**src/inc/i2cm_pkg.sv**
```systemverilog
// constants, types and behaviour summary of the two-wire bus master
// Function
// - the block is only a bus master and makes the serial clock itself
// - one configuration bit hands the shared pins to this block or the other peripheral
// - both bus lines are open-drain, wired-AND; there is no arbitration, only a free-bus check before the start
// - start only on an idle bus, send address and direction, stop at the end
// - rate field divides core clock by 16, 32, 64 or 128
// - with the enable bit set, any target address write starts a transaction
// - address bits 7..1 are the target, bit 0 high reads, low writes
// - a read ends after receive count plus one bytes, or on an error
// - busy flag reads 1 while the bus is in use; transmit FIFO drains then
// - missing acknowledge sets a flag and halts; cleared by writing 0
// - receive flag set while receive FIFO holds a byte; cleared by writing 0
// - transmit flag set while transmit FIFO is empty; cleared by writing 0
// - fill level of the active FIFO: 00 empty, 10 half, 11 full
// - access conflict flag set on simultaneous write and read; cleared by writing 0
// - overfill flag set on transmit write into a full FIFO; cleared by writing 0
// - mode, address and status share addresses with the other peripheral; buffers are common
// - four-byte receive FIFO and separate four-byte transmit FIFO
// - during a read, acknowledge each byte and no-acknowledge the last
// - address rewritten mid-transaction gives a repeated start instead of a stop
// - a write stops when no byte is ready; an error in a write flushes the transmit FIFO
package i2cm_pkg;
  localparam int unsigned DATA_W = 8;
  localparam int unsigned FIFO_DEPTH = 4;
  localparam int unsigned PTR_W = 2;
  localparam int unsigned CNT_W = 3;
  localparam int unsigned QDIV_W = 5;
  // register map
  localparam logic [7:0] OFS_TX_BUF = 8'h9a;
  localparam logic [7:0] OFS_RX_BUF = 8'h9b;
  localparam logic [7:0] OFS_MODE = 8'he8;
  localparam logic [7:0] OFS_ADDR = 8'he9;
  localparam logic [7:0] OFS_STATUS = 8'hea;
  localparam logic [7:0] OFS_CFG = 8'haf;
  // values after reset
  localparam logic [7:0] MODE_RST = 8'h00;
  localparam logic [7:0] ADDR_RST = 8'h00;
  localparam logic [7:0] CFG_RST = 8'h00;
  localparam logic [7:0] RDATA_RST = 8'h00;
  // field positions
  localparam int unsigned MODE_EN_BIT = 7;
  localparam int unsigned MODE_RATE_LO = 5;
  localparam int unsigned MODE_RCT_LO = 0;
  localparam int unsigned ADDR_DIR_BIT = 0;
  localparam int unsigned ST_BUSY = 7;
  localparam int unsigned ST_NOACK = 6;
  localparam int unsigned ST_RXEV = 5;
  localparam int unsigned ST_TXEV = 4;
  localparam int unsigned ST_LVL_LO = 2;
  localparam int unsigned ST_ACC = 1;
  localparam int unsigned ST_TXWR = 0;
  localparam int unsigned CFG_OWNER_BIT = 0;
  localparam logic OWNER_TWO_WIRE = 1'b1;
  // fill level codes
  localparam logic [1:0] LVL_EMPTY = 2'b00;
  localparam logic [1:0] LVL_HALF = 2'b10;
  localparam logic [1:0] LVL_FULL = 2'b11;
  // bit timing: four phases per bit, smallest divider 16
  localparam int unsigned BIT_DIV_MIN = 16;
  localparam int unsigned PHASES_PER_BIT = 4;
  localparam int unsigned QUARTER_MIN = BIT_DIV_MIN / PHASES_PER_BIT;
  localparam logic [1:0] PH_FIRST = 2'd0;
  localparam logic [1:0] PH_SAMPLE = 2'd2;
  localparam logic [1:0] PH_LAST = 2'd3;
  localparam logic [2:0] BIT_MSB = 3'd7;
  typedef enum logic [3:0] {
    ST_IDLE, ST_START, ST_ADDR, ST_ADDR_ACK, ST_WR_BIT, ST_WR_ACK,
    ST_RD_BIT, ST_RD_ACK, ST_STOP
  } i2cm_state_t;
endpackage

```
**src/design/i2cm_clkdiv.sv**
```systemverilog
// quarter-bit tick generator for the two-wire bus clock
module i2cm_clkdiv import i2cm_pkg::*; (
  // clock and reset
  input wire logic clk,
  input wire logic sys_rst,
  // control
  input wire logic [1:0] bit_rate_select,
  input wire logic run,
  // tick out
  output logic tick
);
  typedef struct packed {
    logic [QDIV_W-1:0] cnt;
    logic tick;
  } i2cm_div_t;
  i2cm_div_t s_q, s_d;
  logic [QDIV_W-1:0] reload;

  always_comb begin
    reload = QDIV_W'((QUARTER_MIN << bit_rate_select) - 1);
    s_d = s_q;
    s_d.tick = 1'b0;
    // reload while stopped so the first phase of a frame is full length
    if (!run) begin
      s_d.cnt = reload;
    end else if (s_q.cnt == '0) begin
      s_d.cnt = reload;
      s_d.tick = 1'b1;
    end else begin
      s_d.cnt = s_q.cnt - 1'b1;
    end
  end

  always_ff @(posedge clk or posedge sys_rst) begin
    if (sys_rst) begin
      s_q <= '0;
    end else begin
      s_q <= s_d;
    end
  end

  assign tick = s_q.tick;
endmodule

```
**src/design/i2cm_fifo.sv**
```systemverilog
// four-entry byte FIFO in flip-flops
module i2cm_fifo import i2cm_pkg::*; (
  // clock and reset
  input wire logic clk,
  input wire logic sys_rst,
  input wire logic flush,
  // filling side
  input wire logic push_valid,
  input wire logic [DATA_W-1:0] push_data,
  output logic push_ready,
  // draining side
  input wire logic pop_ready,
  output logic pop_valid,
  output logic [DATA_W-1:0] pop_data,
  output logic [CNT_W-1:0] fill
);
  typedef struct packed {
    logic [FIFO_DEPTH-1:0][DATA_W-1:0] mem;
    logic [PTR_W-1:0] wp;
    logic [PTR_W-1:0] rp;
    logic [CNT_W-1:0] cnt;
  } i2cm_fifo_t;
  i2cm_fifo_t s_q, s_d;
  logic do_push, do_pop;

  always_comb begin
    do_push = push_valid && push_ready;
    do_pop = pop_ready && pop_valid;
    s_d = s_q;
    if (do_push) begin
      s_d.mem[s_q.wp] = push_data;
      s_d.wp = s_q.wp + 1'b1;
    end
    if (do_pop) begin
      s_d.rp = s_q.rp + 1'b1;
    end
    s_d.cnt = s_q.cnt + CNT_W'(do_push) - CNT_W'(do_pop);
    if (flush) begin
      s_d.wp = '0;
      s_d.rp = '0;
      s_d.cnt = '0;
    end
  end

  always_ff @(posedge clk or posedge sys_rst) begin
    if (sys_rst) begin
      s_q <= '0;
    end else begin
      s_q <= s_d;
    end
  end

  assign push_ready = s_q.cnt != CNT_W'(FIFO_DEPTH);
  assign pop_valid = s_q.cnt != '0;
  assign pop_data = s_q.mem[s_q.rp];
  assign fill = s_q.cnt;
endmodule

```
**src/design/i2cm_top.sv**
```systemverilog
// two-wire bus master with byte registers and small FIFOs
module i2cm_top import i2cm_pkg::*; (
  // clock and reset
  input wire logic clk,
  input wire logic sys_rst,
  // register port
  input wire logic [7:0] reg_addr,
  input wire logic [7:0] reg_wdata,
  input wire logic reg_wr,
  input wire logic reg_rd,
  output logic [7:0] reg_rdata,
  // pin ownership
  output logic pin_owner_select,
  // serial clock pin
  input wire logic scl_i,
  output logic scl_o,
  output logic scl_oe_n,
  // serial data pin
  input wire logic bus_data_pin_i,
  output logic bus_data_pin_o,
  output logic bus_data_pin_oe_n
);
  typedef struct packed {
    i2cm_state_t st;
    logic [1:0] ph;
    logic [2:0] bitn;
    logic [7:0] sh;
    logic ack_smp;
    logic [5:0] rbytes;
    logic [7:0] bus_mode_config;
    logic [7:0] target_address;
    logic [7:0] cfg;
    logic pend;
    logic direction_bit;
    logic missing_ack_flag;
    logic receive_event_flag;
    logic transmit_event_flag;
    logic access_conflict_flag;
    logic tx_overfill_flag;
    logic [7:0] rdata;
    logic scl_low;
    logic sda_low;
  } i2cm_top_t;

  i2cm_top_t s_q, n;

  logic bus_enable_bit;
  logic [1:0] bit_rate_select;
  logic [4:0] receive_count_field;
  logic owned, busy, tick, stall, step, last;
  logic tx_push, tx_ready, tx_pop, tx_valid, tx_flush;
  logic rx_push, rx_ready, rx_pop, rx_valid;
  logic [7:0] tx_data, rx_data;
  logic [CNT_W-1:0] tx_fill, rx_fill, act_fill;
  logic [1:0] fifo_fill_level;
  logic [1:0] drv;

  ////////////////////////////////////////////////////////////////////////////
  // helpers

  function automatic logic [1:0] fill_code(logic [CNT_W-1:0] cnt);
    if (cnt == '0) begin
      return LVL_EMPTY;
    end else if (cnt == CNT_W'(FIFO_DEPTH)) begin
      return LVL_FULL;
    end else begin
      return LVL_HALF;
    end
  endfunction

  // load a new transaction from the address register
  function automatic i2cm_top_t launch(i2cm_top_t x);
    x.st = ST_START;
    x.ph = PH_FIRST;
    x.pend = 1'b0;
    x.direction_bit = x.target_address[ADDR_DIR_BIT];
    x.sh = x.target_address;
    x.rbytes = '0;
    return x;
  endfunction

  // close a transaction: repeated start if a new address is waiting
  function automatic i2cm_top_t finish(i2cm_top_t x);
    if (x.pend) begin
      return launch(x);
    end
    x.st = ST_STOP;
    return x;
  endfunction

  // {scl_low, sda_low} for each state and phase
  function automatic logic [1:0] drive_of(i2cm_state_t st, logic [1:0] ph, logic bout,
                                          logic ack_low);
    logic edge_low;
    edge_low = (ph == PH_FIRST) || (ph == PH_LAST);
    unique case (st)
      ST_IDLE: return 2'b00;
      ST_START: return {edge_low, ph[1]};
      ST_STOP: return {ph == PH_FIRST, ph[1] == 1'b0};
      ST_ADDR, ST_WR_BIT: return {edge_low, ~bout};
      ST_ADDR_ACK, ST_WR_ACK, ST_RD_BIT: return {edge_low, 1'b0};
      ST_RD_ACK: return {edge_low, ack_low};
    endcase
  endfunction

  ////////////////////////////////////////////////////////////////////////////
  // FIFOs and bit clock

  i2cm_fifo u_tx_fifo (
    .clk(clk),
    .sys_rst(sys_rst),
    .flush(tx_flush),
    .push_valid(tx_push),
    .push_data(reg_wdata),
    .push_ready(tx_ready),
    .pop_ready(tx_pop),
    .pop_valid(tx_valid),
    .pop_data(tx_data),
    .fill(tx_fill)
  );

  i2cm_fifo u_rx_fifo (
    .clk(clk),
    .sys_rst(sys_rst),
    .flush(1'b0),
    .push_valid(rx_push),
    .push_data(s_q.sh),
    .push_ready(rx_ready),
    .pop_ready(rx_pop),
    .pop_valid(rx_valid),
    .pop_data(rx_data),
    .fill(rx_fill)
  );

  i2cm_clkdiv u_clkdiv (
    .clk(clk),
    .sys_rst(sys_rst),
    .bit_rate_select(bit_rate_select),
    .run(busy),
    .tick(tick)
  );

  ////////////////////////////////////////////////////////////////////////////
  // decode

  assign bus_enable_bit = s_q.bus_mode_config[MODE_EN_BIT];
  assign bit_rate_select = s_q.bus_mode_config[MODE_RATE_LO +: 2];
  assign receive_count_field = s_q.bus_mode_config[MODE_RCT_LO +: 5];
  assign owned = s_q.cfg[CFG_OWNER_BIT] == OWNER_TWO_WIRE;
  assign busy = s_q.st != ST_IDLE;
  assign act_fill = s_q.direction_bit ? rx_fill : tx_fill;
  assign fifo_fill_level = fill_code(act_fill);
  // hold the clock low before the ack while the receive FIFO is full
  assign stall = (s_q.st == ST_RD_BIT) && (s_q.ph == PH_LAST) && (s_q.bitn == '0) && !rx_ready;
  assign step = tick && !stall;

  ////////////////////////////////////////////////////////////////////////////
  // next state

  always_comb begin
    n = s_q;
    tx_push = 1'b0;
    tx_pop = 1'b0;
    tx_flush = 1'b0;
    rx_push = 1'b0;
    rx_pop = 1'b0;
    n.rdata = RDATA_RST;
    // registers are shared with the other peripheral at the same addresses
    if (reg_wr) begin
      case (reg_addr)
        OFS_MODE: n.bus_mode_config = reg_wdata;
        OFS_ADDR: begin
          n.target_address = reg_wdata;
          if (bus_enable_bit) begin
            n.pend = 1'b1;
          end
        end
        OFS_CFG: n.cfg = {7'h00, reg_wdata[CFG_OWNER_BIT]};
        OFS_STATUS: begin
          // only a 0 clears; a 1 leaves the flag alone
          n.missing_ack_flag = s_q.missing_ack_flag & reg_wdata[ST_NOACK];
          n.receive_event_flag = s_q.receive_event_flag & reg_wdata[ST_RXEV];
          n.transmit_event_flag = s_q.transmit_event_flag & reg_wdata[ST_TXEV];
          n.access_conflict_flag = s_q.access_conflict_flag & reg_wdata[ST_ACC];
          n.tx_overfill_flag = s_q.tx_overfill_flag & reg_wdata[ST_TXWR];
        end
        OFS_TX_BUF: begin
          if (!tx_ready) begin
            n.tx_overfill_flag = 1'b1;
          end else begin
            tx_push = 1'b1;
          end
          if (busy && s_q.direction_bit) begin
            n.access_conflict_flag = 1'b1;
          end
        end
        default: ;
      endcase
    end
    if (reg_rd) begin
      case (reg_addr)
        OFS_MODE: n.rdata = s_q.bus_mode_config;
        OFS_ADDR: n.rdata = s_q.target_address;
        OFS_CFG: n.rdata = s_q.cfg;
        OFS_STATUS: n.rdata = {busy, s_q.missing_ack_flag, s_q.receive_event_flag,
                               s_q.transmit_event_flag, fifo_fill_level,
                               s_q.access_conflict_flag, s_q.tx_overfill_flag};
        OFS_RX_BUF: begin
          n.rdata = rx_valid ? rx_data : RDATA_RST;
          rx_pop = 1'b1;
          if (busy && !s_q.direction_bit) begin
            n.access_conflict_flag = 1'b1;
          end
        end
        default: ;
      endcase
    end
    // level events win over a clear in the same cycle
    if (rx_valid) begin
      n.receive_event_flag = 1'b1;
    end
    if (!tx_valid) begin
      n.transmit_event_flag = 1'b1;
    end
    // sequencer
    if (s_q.st == ST_IDLE) begin
      // wait for a free bus before the start condition
      if (s_q.pend && bus_enable_bit && owned && scl_i && bus_data_pin_i) begin
        n = launch(n);
      end
    end else if (step) begin
      n.ph = s_q.ph + 2'd1;
      if (s_q.ph == PH_SAMPLE) begin
        n.ack_smp = bus_data_pin_i;
        if (s_q.st == ST_RD_BIT) begin
          n.sh = {s_q.sh[6:0], bus_data_pin_i};
        end
      end
      if (s_q.ph == PH_LAST) begin
        unique case (s_q.st)
          ST_START: begin
            n.st = ST_ADDR;
            n.bitn = BIT_MSB;
          end
          ST_ADDR, ST_WR_BIT: begin
            n.sh = {s_q.sh[6:0], 1'b0};
            if (s_q.bitn == '0) begin
              n.st = (s_q.st == ST_ADDR) ? ST_ADDR_ACK : ST_WR_ACK;
            end else begin
              n.bitn = s_q.bitn - 3'd1;
            end
          end
          ST_ADDR_ACK, ST_WR_ACK: begin
            if (s_q.ack_smp) begin
              n.missing_ack_flag = 1'b1;
              n.st = ST_STOP;
              tx_flush = !s_q.direction_bit;
            end else if (s_q.st == ST_ADDR_ACK && s_q.direction_bit) begin
              n.st = ST_RD_BIT;
              n.bitn = BIT_MSB;
            end else if (tx_valid) begin
              tx_pop = 1'b1;
              n.sh = tx_data;
              n.st = ST_WR_BIT;
              n.bitn = BIT_MSB;
            end else begin
              n = finish(n);
            end
          end
          ST_RD_BIT: begin
            if (s_q.bitn == '0) begin
              rx_push = 1'b1;
              n.rbytes = s_q.rbytes + 6'd1;
              n.st = ST_RD_ACK;
            end else begin
              n.bitn = s_q.bitn - 3'd1;
            end
          end
          ST_RD_ACK: begin
            if (s_q.rbytes == {1'b0, receive_count_field} + 6'd1) begin
              n = finish(n);
            end else begin
              n.st = ST_RD_BIT;
              n.bitn = BIT_MSB;
            end
          end
          ST_STOP: n.st = ST_IDLE;
        endcase
      end
    end
    last = n.rbytes == {1'b0, n.bus_mode_config[MODE_RCT_LO +: 5]} + 6'd1;
    drv = drive_of(n.st, n.ph, n.sh[7], !last);
    n.scl_low = drv[1];
    n.sda_low = drv[0];
  end

  always_ff @(posedge clk or posedge sys_rst) begin
    if (sys_rst) begin
      s_q <= '{st: ST_IDLE, bus_mode_config: MODE_RST, target_address: ADDR_RST,
               cfg: CFG_RST, rdata: RDATA_RST, default: '0};
    end else begin
      s_q <= n;
    end
  end

  ////////////////////////////////////////////////////////////////////////////
  // outputs: pins only ever pulled low, never driven high

  assign reg_rdata = s_q.rdata;
  assign pin_owner_select = s_q.cfg[CFG_OWNER_BIT];
  assign scl_o = 1'b0;
  assign bus_data_pin_o = 1'b0;
  assign scl_oe_n = !(owned && s_q.scl_low);
  assign bus_data_pin_oe_n = !(owned && s_q.sda_low);
endmodule

```
**config.mk**
```make
export PLATFORM = sky130hd
export DESIGN_NAME = i2cm_top
export DESIGN_NICKNAME = d
export VERILOG_FILES = /design/src/inc/i2cm_pkg.sv /design/src/design/i2cm_clkdiv.sv /design/src/design/i2cm_fifo.sv /design/src/design/i2cm_top.sv
export SDC_FILE = /design/constraint.sdc
export NUM_CORES = 1
export LEC_CHECK = 0
export BUFFER_PORTS_ARGS = -buffer_cell sky130_fd_sc_hd__buf_2
export CAP_MARGIN = 40
export CELL_PAD_IN_SITES_DETAIL_PLACEMENT = 0
export CELL_PAD_IN_SITES_GLOBAL_PLACEMENT = 1
export CORE_MARGIN = 5
export CORE_UTILIZATION = 50
export DETAILED_ROUTE_END_ITERATION = 7
export GPL_TIMING_DRIVEN = 0
export PLACE_DENSITY = 0.88
export SYNTH_ARGS = -nofsm -noshare
export SYNTH_HDL_FRONTEND = slang
export SYNTH_SLANG_ARGS = --single-unit
```
**constraint.sdc**
```tcl
create_clock -name clk -period 4.9 [get_ports clk]
set_input_delay 0.735 -clock clk [delete_from_list [all_inputs] [get_ports clk]]
set_output_delay 0.735 -clock clk [all_outputs]
set_load 0.03 [all_outputs]
```
Word-level counts from Yosys, hierarchy flattened
Index checks and enable logic that the tools add are counted.

Add/subtract/negate cells: 15. Order comparisons: 6. Equality and inequality tests: 41. Shifts and indexed selects: 1. Multiplexer cells: 121. Bitwise logic cells: 8. Reductions and logical operators: 50.

Operators with widths (number): two-way mux 65 bit (14); two-way mux 56 bit (2); one-hot mux 41 bit (2 select lines) (1); two-way mux 8 bit (10); bitwise mux 32 bit (2); equality test 8 bit (second input constant) (6); two-way mux 1 bit (48); two-way mux 48 bit (1); two-way mux 46 bit (1); one-hot mux 8 bit (5 select lines) (1); binary-select mux 8 bit (select 2 bit) (2); demux 8 bit (select 2 bit) (2); equality test 4 x 3 -> 1 bit (second input constant) (8); two-way mux 9 bit (3); != test 3 bit (second input constant) (9); two-way mux 25 bit (1); two-way mux 4 bit (6); one-hot mux 4 bit (6 select lines) (1); one-hot mux 8 bit (3 select lines) (1); logical AND 1 bit (19); two-way mux 3 bit (6); one-hot mux 6 bit (3 select lines) (1); equality test 4 x 2 -> 1 bit (second input constant) (4); two-way mux 5 bit (3); 43 further kinds (90).

Register bits: 149. Bits of input ports: 22. Output and inout port bits: 13. Logic and storage cells: 278.

Depth between registers and ports, before layout
Depth after elaboration: 30. Mapped depth: 14. Depth with buffers taken out: 13.

Hierarchy
A second synthesis with hierarchy kept.

Cells, all modules: 811. Area, all modules: 8846.0 µm².

Modules (own cells, without submodules): i2cm_top (instances 1, cells an instance 532, area an instance 4499.3 µm²); i2cm_fifo (instances 2, cells an instance 127, area an instance 2030.7 µm²); i2cm_clkdiv (instances 1, cells an instance 25, area an instance 285.3 µm²).

Worst setup path before layout
OpenSTA, ideal clock, no wires.

Path kind: in2reg. Start: input port reg_addr[2]. End: register s_q[0] (netlist name). Setup time: 0.137 ns. Arrival: 3.045 ns. Required time: 4.763 ns. Slack: 1.718 ns. Cell stages on the path: 11. Cells stage by stage: and4bb_2 > nor3b_1 > buf_2 > mux2_2 > ha_1 > xor2_1 > a311oi_1 > nor3_1 > o221a_2 > o211a_1 > a41oi_2.

RTL lines: from (decl) (RTL line i2cm_top.sv:7) `input wire logic [7:0] reg_addr,`; to (signal assigned) (RTL line i2cm_top.sv:299) `s_q <= '{st: ST_IDLE, bus_mode_config: MODE_RST, target_address: ADDR_RST,`; to (signal assigned) (RTL line i2cm_top.sv:302) `s_q <= n;`; to (decl) (RTL line i2cm_top.sv:45) `i2cm_top_t s_q, n;`.

==> impl_results.rst <==
.. list-table::
   :header-rows: 1

   * - Metric
     - Value
   * - Via count of the first global-routing pass
     - 6538
   * - Endpoints failing hold
     - 0
   * - Least-Margin Pin Slew
     - 0.8098 ns
   * - Area growth syn-to-layout
     - 13.04%
   * - Insertion delay of the later-clocked pin in the worst-skew pair
     - 0.42 ns
   * - IO Count
     - 35
   * - Global-route wire length before repair
     - 35700 um
   * - Commonest cells after routing, fill and taps aside
     - dfrtp_1, mux2_2, nand2_1, nor2_1, buf_2
   * - Detailed-placement wirelength estimate
     - 16180 um
   * - Async S/R FF share, synth
     - 100.0%
   * - Largest fanout on the critical path
     - 9
   * - Peak clock frequency supported by timing
     - 267.0 MHz
   * - Post-CTS setup repair buffer count
     - 0
   * - Endpoint class of the critical path
     - flip-flop
   * - Total gr overflow
     - 0
   * - Number of instances in the synthesized netlist
     - 774
   * - Path type of the worst setup path
     - flip-flop to flip-flop
   * - Proportion of synthesized chip area in sequential cells
     - 43.31%
   * - Switch share
     - 31.92%
   * - Via count
     - 6484
   * - CTS Root Cell
     - clkbuf_16
   * - Synth cell types
     - 76
   * - Slew Limit Fails
     - 0
   * - Number of hold buffers added after cts
     - 0
   * - Reported net switching power
     - 1.063 mW
   * - Area of the multi-input gates
     - 4298 sq um
   * - Synthesized area per cell
     - 10.60 sq um
   * - Post_cts resized
     - 0
   * - TritonCTS clock tree
     - built
   * - Number of nets at the end of the flow
     - between 800 and 900
   * - Post-layout total power
     - 3.329 mW
   * - Core occupancy in the finished layout
     - 57.96%
   * - Prevailing post-synth register cell
     - dfrtp_1
   * - Status
     - finished, final reports clean
   * - Pre-CTS setup slack
     - roughly 1.1 ns
   * - TritonRoute pass-1 iters
     - 6
   * - Remaining max-slew budget at the tightest pin
     - 45.78%
   * - Initial core utilization
     - 51.27%
   * - Number of diodes
     - 0
   * - Leading cell type in the layout, fill and taps excluded
     - dfrtp_1
   * - Flops & latches, synth
     - ~140
   * - Routed wire length
     - 22040 um
   * - Global routing usage summed across all routing layers
     - 23.14%
   * - Number of buffers added by the clock tree synthesis step
     - 17
   * - Total standard cell area after synthesis
     - 8204 sq um
   * - Instance area after placement
     - approximately 8700 sq um
   * - Fraction of final layout cells with drive strength greater than 1
     - 23.82%
   * - Proportion of power drawn by flip-flops and latches
     - 41.8%
   * - Setup violation total in the final timing report
     - 0
   * - Die area
     - 19070 sq um
   * - Path category of the worst min-delay check
     - input port to async pin
   * - Lkg Pwr
     - 4.314 nW
   * - Clock tree skew after final layout
     - 0.008043 ns
   * - Final worst-path setup slack
     - 1.155 ns
   * - Count of input and output buffers
     - 31
   * - Detail-routed via count per cell
     - approximately 6
   * - Startpoint type of the worst setup path
     - flip-flop
   * - Clk sinks
     - 142
   * - Largest voltage drop on the vdd net
     - 0.2545 mV
   * - Die span in y
     - 138.1 um
   * - Average detailed-routed wire length per instance
     - between 20 and 25 um
   * - Antenna violation net count after detailed routing
     - 0
   * - RSZ-0062 raised after global routing
     - no
   * - FILL cells
     - approximately 1400
   * - Maximum number of pins on one net before global-route repair
     - 86
   * - Pwr Density
     - 359.0 nW/um^2
   * - Number of enable-type register cells in the synthesized netlist
     - 0
   * - Max Buffers Root-to-Sink
     - 2
   * - Area of the core region
     - 16000 sq um
   * - Required time of the critical path
     - a little over 5 ns
   * - Antenna violations before repair
     - 0
   * - Max-cap check violation count
     - 0
   * - # DRC
     - 0
   * - Critical Path AT
     - roughly 4 ns
   * - Yosys warning count
     - 0
   * - Clock period minus final worst setup slack
     - 3.745 ns
   * - Clock network fraction of design power
     - 37.8%
   * - Number of standard-cell rows in the floorplan
     - 46
   * - Post-CTS clock slew at the launch and capture registers of the worst setup and hold paths
     - ~0.060 ns
   * - Register Area
     - 3553 sq um
   * - GP Congestion
     - 0.8943
   * - Sum Neg Setup Slack
     - 0 ns
   * - CTS H-tree depth
     - 4
   * - Ratio of final minimum period to clock period
     - 76.43%
   * - Design area
     - 9274 sq um
   * - Internal power
     - 2.266 mW
   * - Die X
     - 138.1 um
   * - Starting DRT DRC Count
     - 395
   * - Share of total power in combinational logic
     - approximately 20%
critical path: stages (launching register included):
cell	delay (ns)
dfrtp_1	0.32
clkbuf_1	0.45
nand4_1	0.45
nor2b_1	0.27
clkbuf_1	0.23
nand2_1	0.33
nor2_1	0.21
ha_1	0.32
inv_1	0.04
ha_1	0.20
fa_1	0.40
xnor2_1	0.20
xnor2_1	0.14
nor2_1	0.06
worst paths after layout:
kind,startpoint,endpoint,slack (ns),cells past startpoint
worst max-delay path,s_q[15],u_tx_fifo.fill[2],1.16,13
worst min-delay path,sys_rst,u_rx_fifo.fill[0],0.45,2
min in group clk,u_clkdiv.s_q[1],u_clkdiv.s_q[1],0.47,1
worst max register to register,s_q[15],u_tx_fifo.fill[2],1.16,13
worst min register to register,u_clkdiv.s_q[1],u_clkdiv.s_q[1],0.47,1
max in group asynchronous,sys_rst,u_rx_fifo.s_q[30],3.72,3
per-layer routing:
metal  global-route usage, %  part of all wire [%]
met1                   30.73                    43
met2                   37.59                    48
met3                   4.931                   6.3
met4                   8.528                   3.0
met5                       0                     0
through the flow:
| stage | cells | hold slack, ns |
|---|---|---|
| 2_1_floorplan | 775 | 0.4288 |
| 3_3_place_gp | 1022 | 0.4456 |
| 4_1_cts | 1060 | 0.4733 |
| 6_report | 1060 | 0.4518 |
| 5_1_grt | 1060 | 0.4904 |
| 3_5_place_dp | 1028 | 0.4588 |
area by class of cell:
class                           count  area share (%)
Sequential cell                   142           38.32
Inverter                           37           1.552
Clock inverter                     11           1.160
Clock buffer                       21           5.073
Multi-Input combinational cell    552           46.34
Buffer                             44           2.348
Tap cell                          216           2.914
Timing Repair Buffer               37           2.294
sequential cells by signal (all words and copies together), names as in the netlist:
signal / count
u_rx_fifo.fill: 3
u_tx_fifo.s_q: 36
receive_count_field: 5
u_clkdiv.tick: 1
pin_owner_select: 1
reg_rdata: 8
u_rx_fifo.s_q: 36
u_tx_fifo.fill: 3
u_clkdiv.s_q: 5
bit_rate_select: 2
bus_enable_bit: 1
s_q: 41
power by group through the flow:
stage	Clock [mW]	Sequential, mW	Combinational, mW
after global routing	1.32	1.41	0.755
after floorplan	0	1.36	0.495
after CTS	1.27	1.39	0.673
after global placement	0	1.40	0.634
final	1.26	1.39	0.678
after detailed placement	0	1.41	0.668
cell families after synthesis:
group                    Yosys count  share of synthesized area, %
AND/OR/NAND/NOR                  215                         13.25
AO/OA/AOI/OAI                    164                         13.83
flip-flops                       142                         43.31
multiplexers                     124                         18.87
buffers and inverters             81                         4.346
XOR/XNOR                          24                         2.654
adder cells (fa/ha/maj)           23                         3.691
other                              1                       0.04571
Yosys cell counts, types with 6 or more instances:
cell / number / area, sq um
a211oi_1: 9 / 67.56
nor3_1: 15 / 75.07
nor2_1: 46 / 172.7
nand2_1: 62 / 232.7
mux2i_1: 23 / 230.2
buf_4: 11 / 82.58
inv_1: 37 / 138.9
buf_2: 9 / 45.04
a31oi_1: 8 / 50.05
a2111oi_0: 6 / 52.55
a21oi_1: 23 / 115.1
o221ai_1: 7 / 61.31
o31ai_1: 14 / 105.1
a22oi_1: 16 / 120.1
nand3_1: 19 / 95.09
ha_1: 21 / 262.8
nand2b_1: 12 / 75.07
dfrtp_1: 142 / 3553
clkbuf_1: 20 / 75.07
o21ai_0: 36 / 180.2
xnor2_1: 18 / 157.7
mux4_2: 16 / 360.4
mux2_2: 85 / 957.2
o22ai_1: 8 / 50.05
nor2b_1: 21 / 131.4
Power figures use the tool's default switching activity.
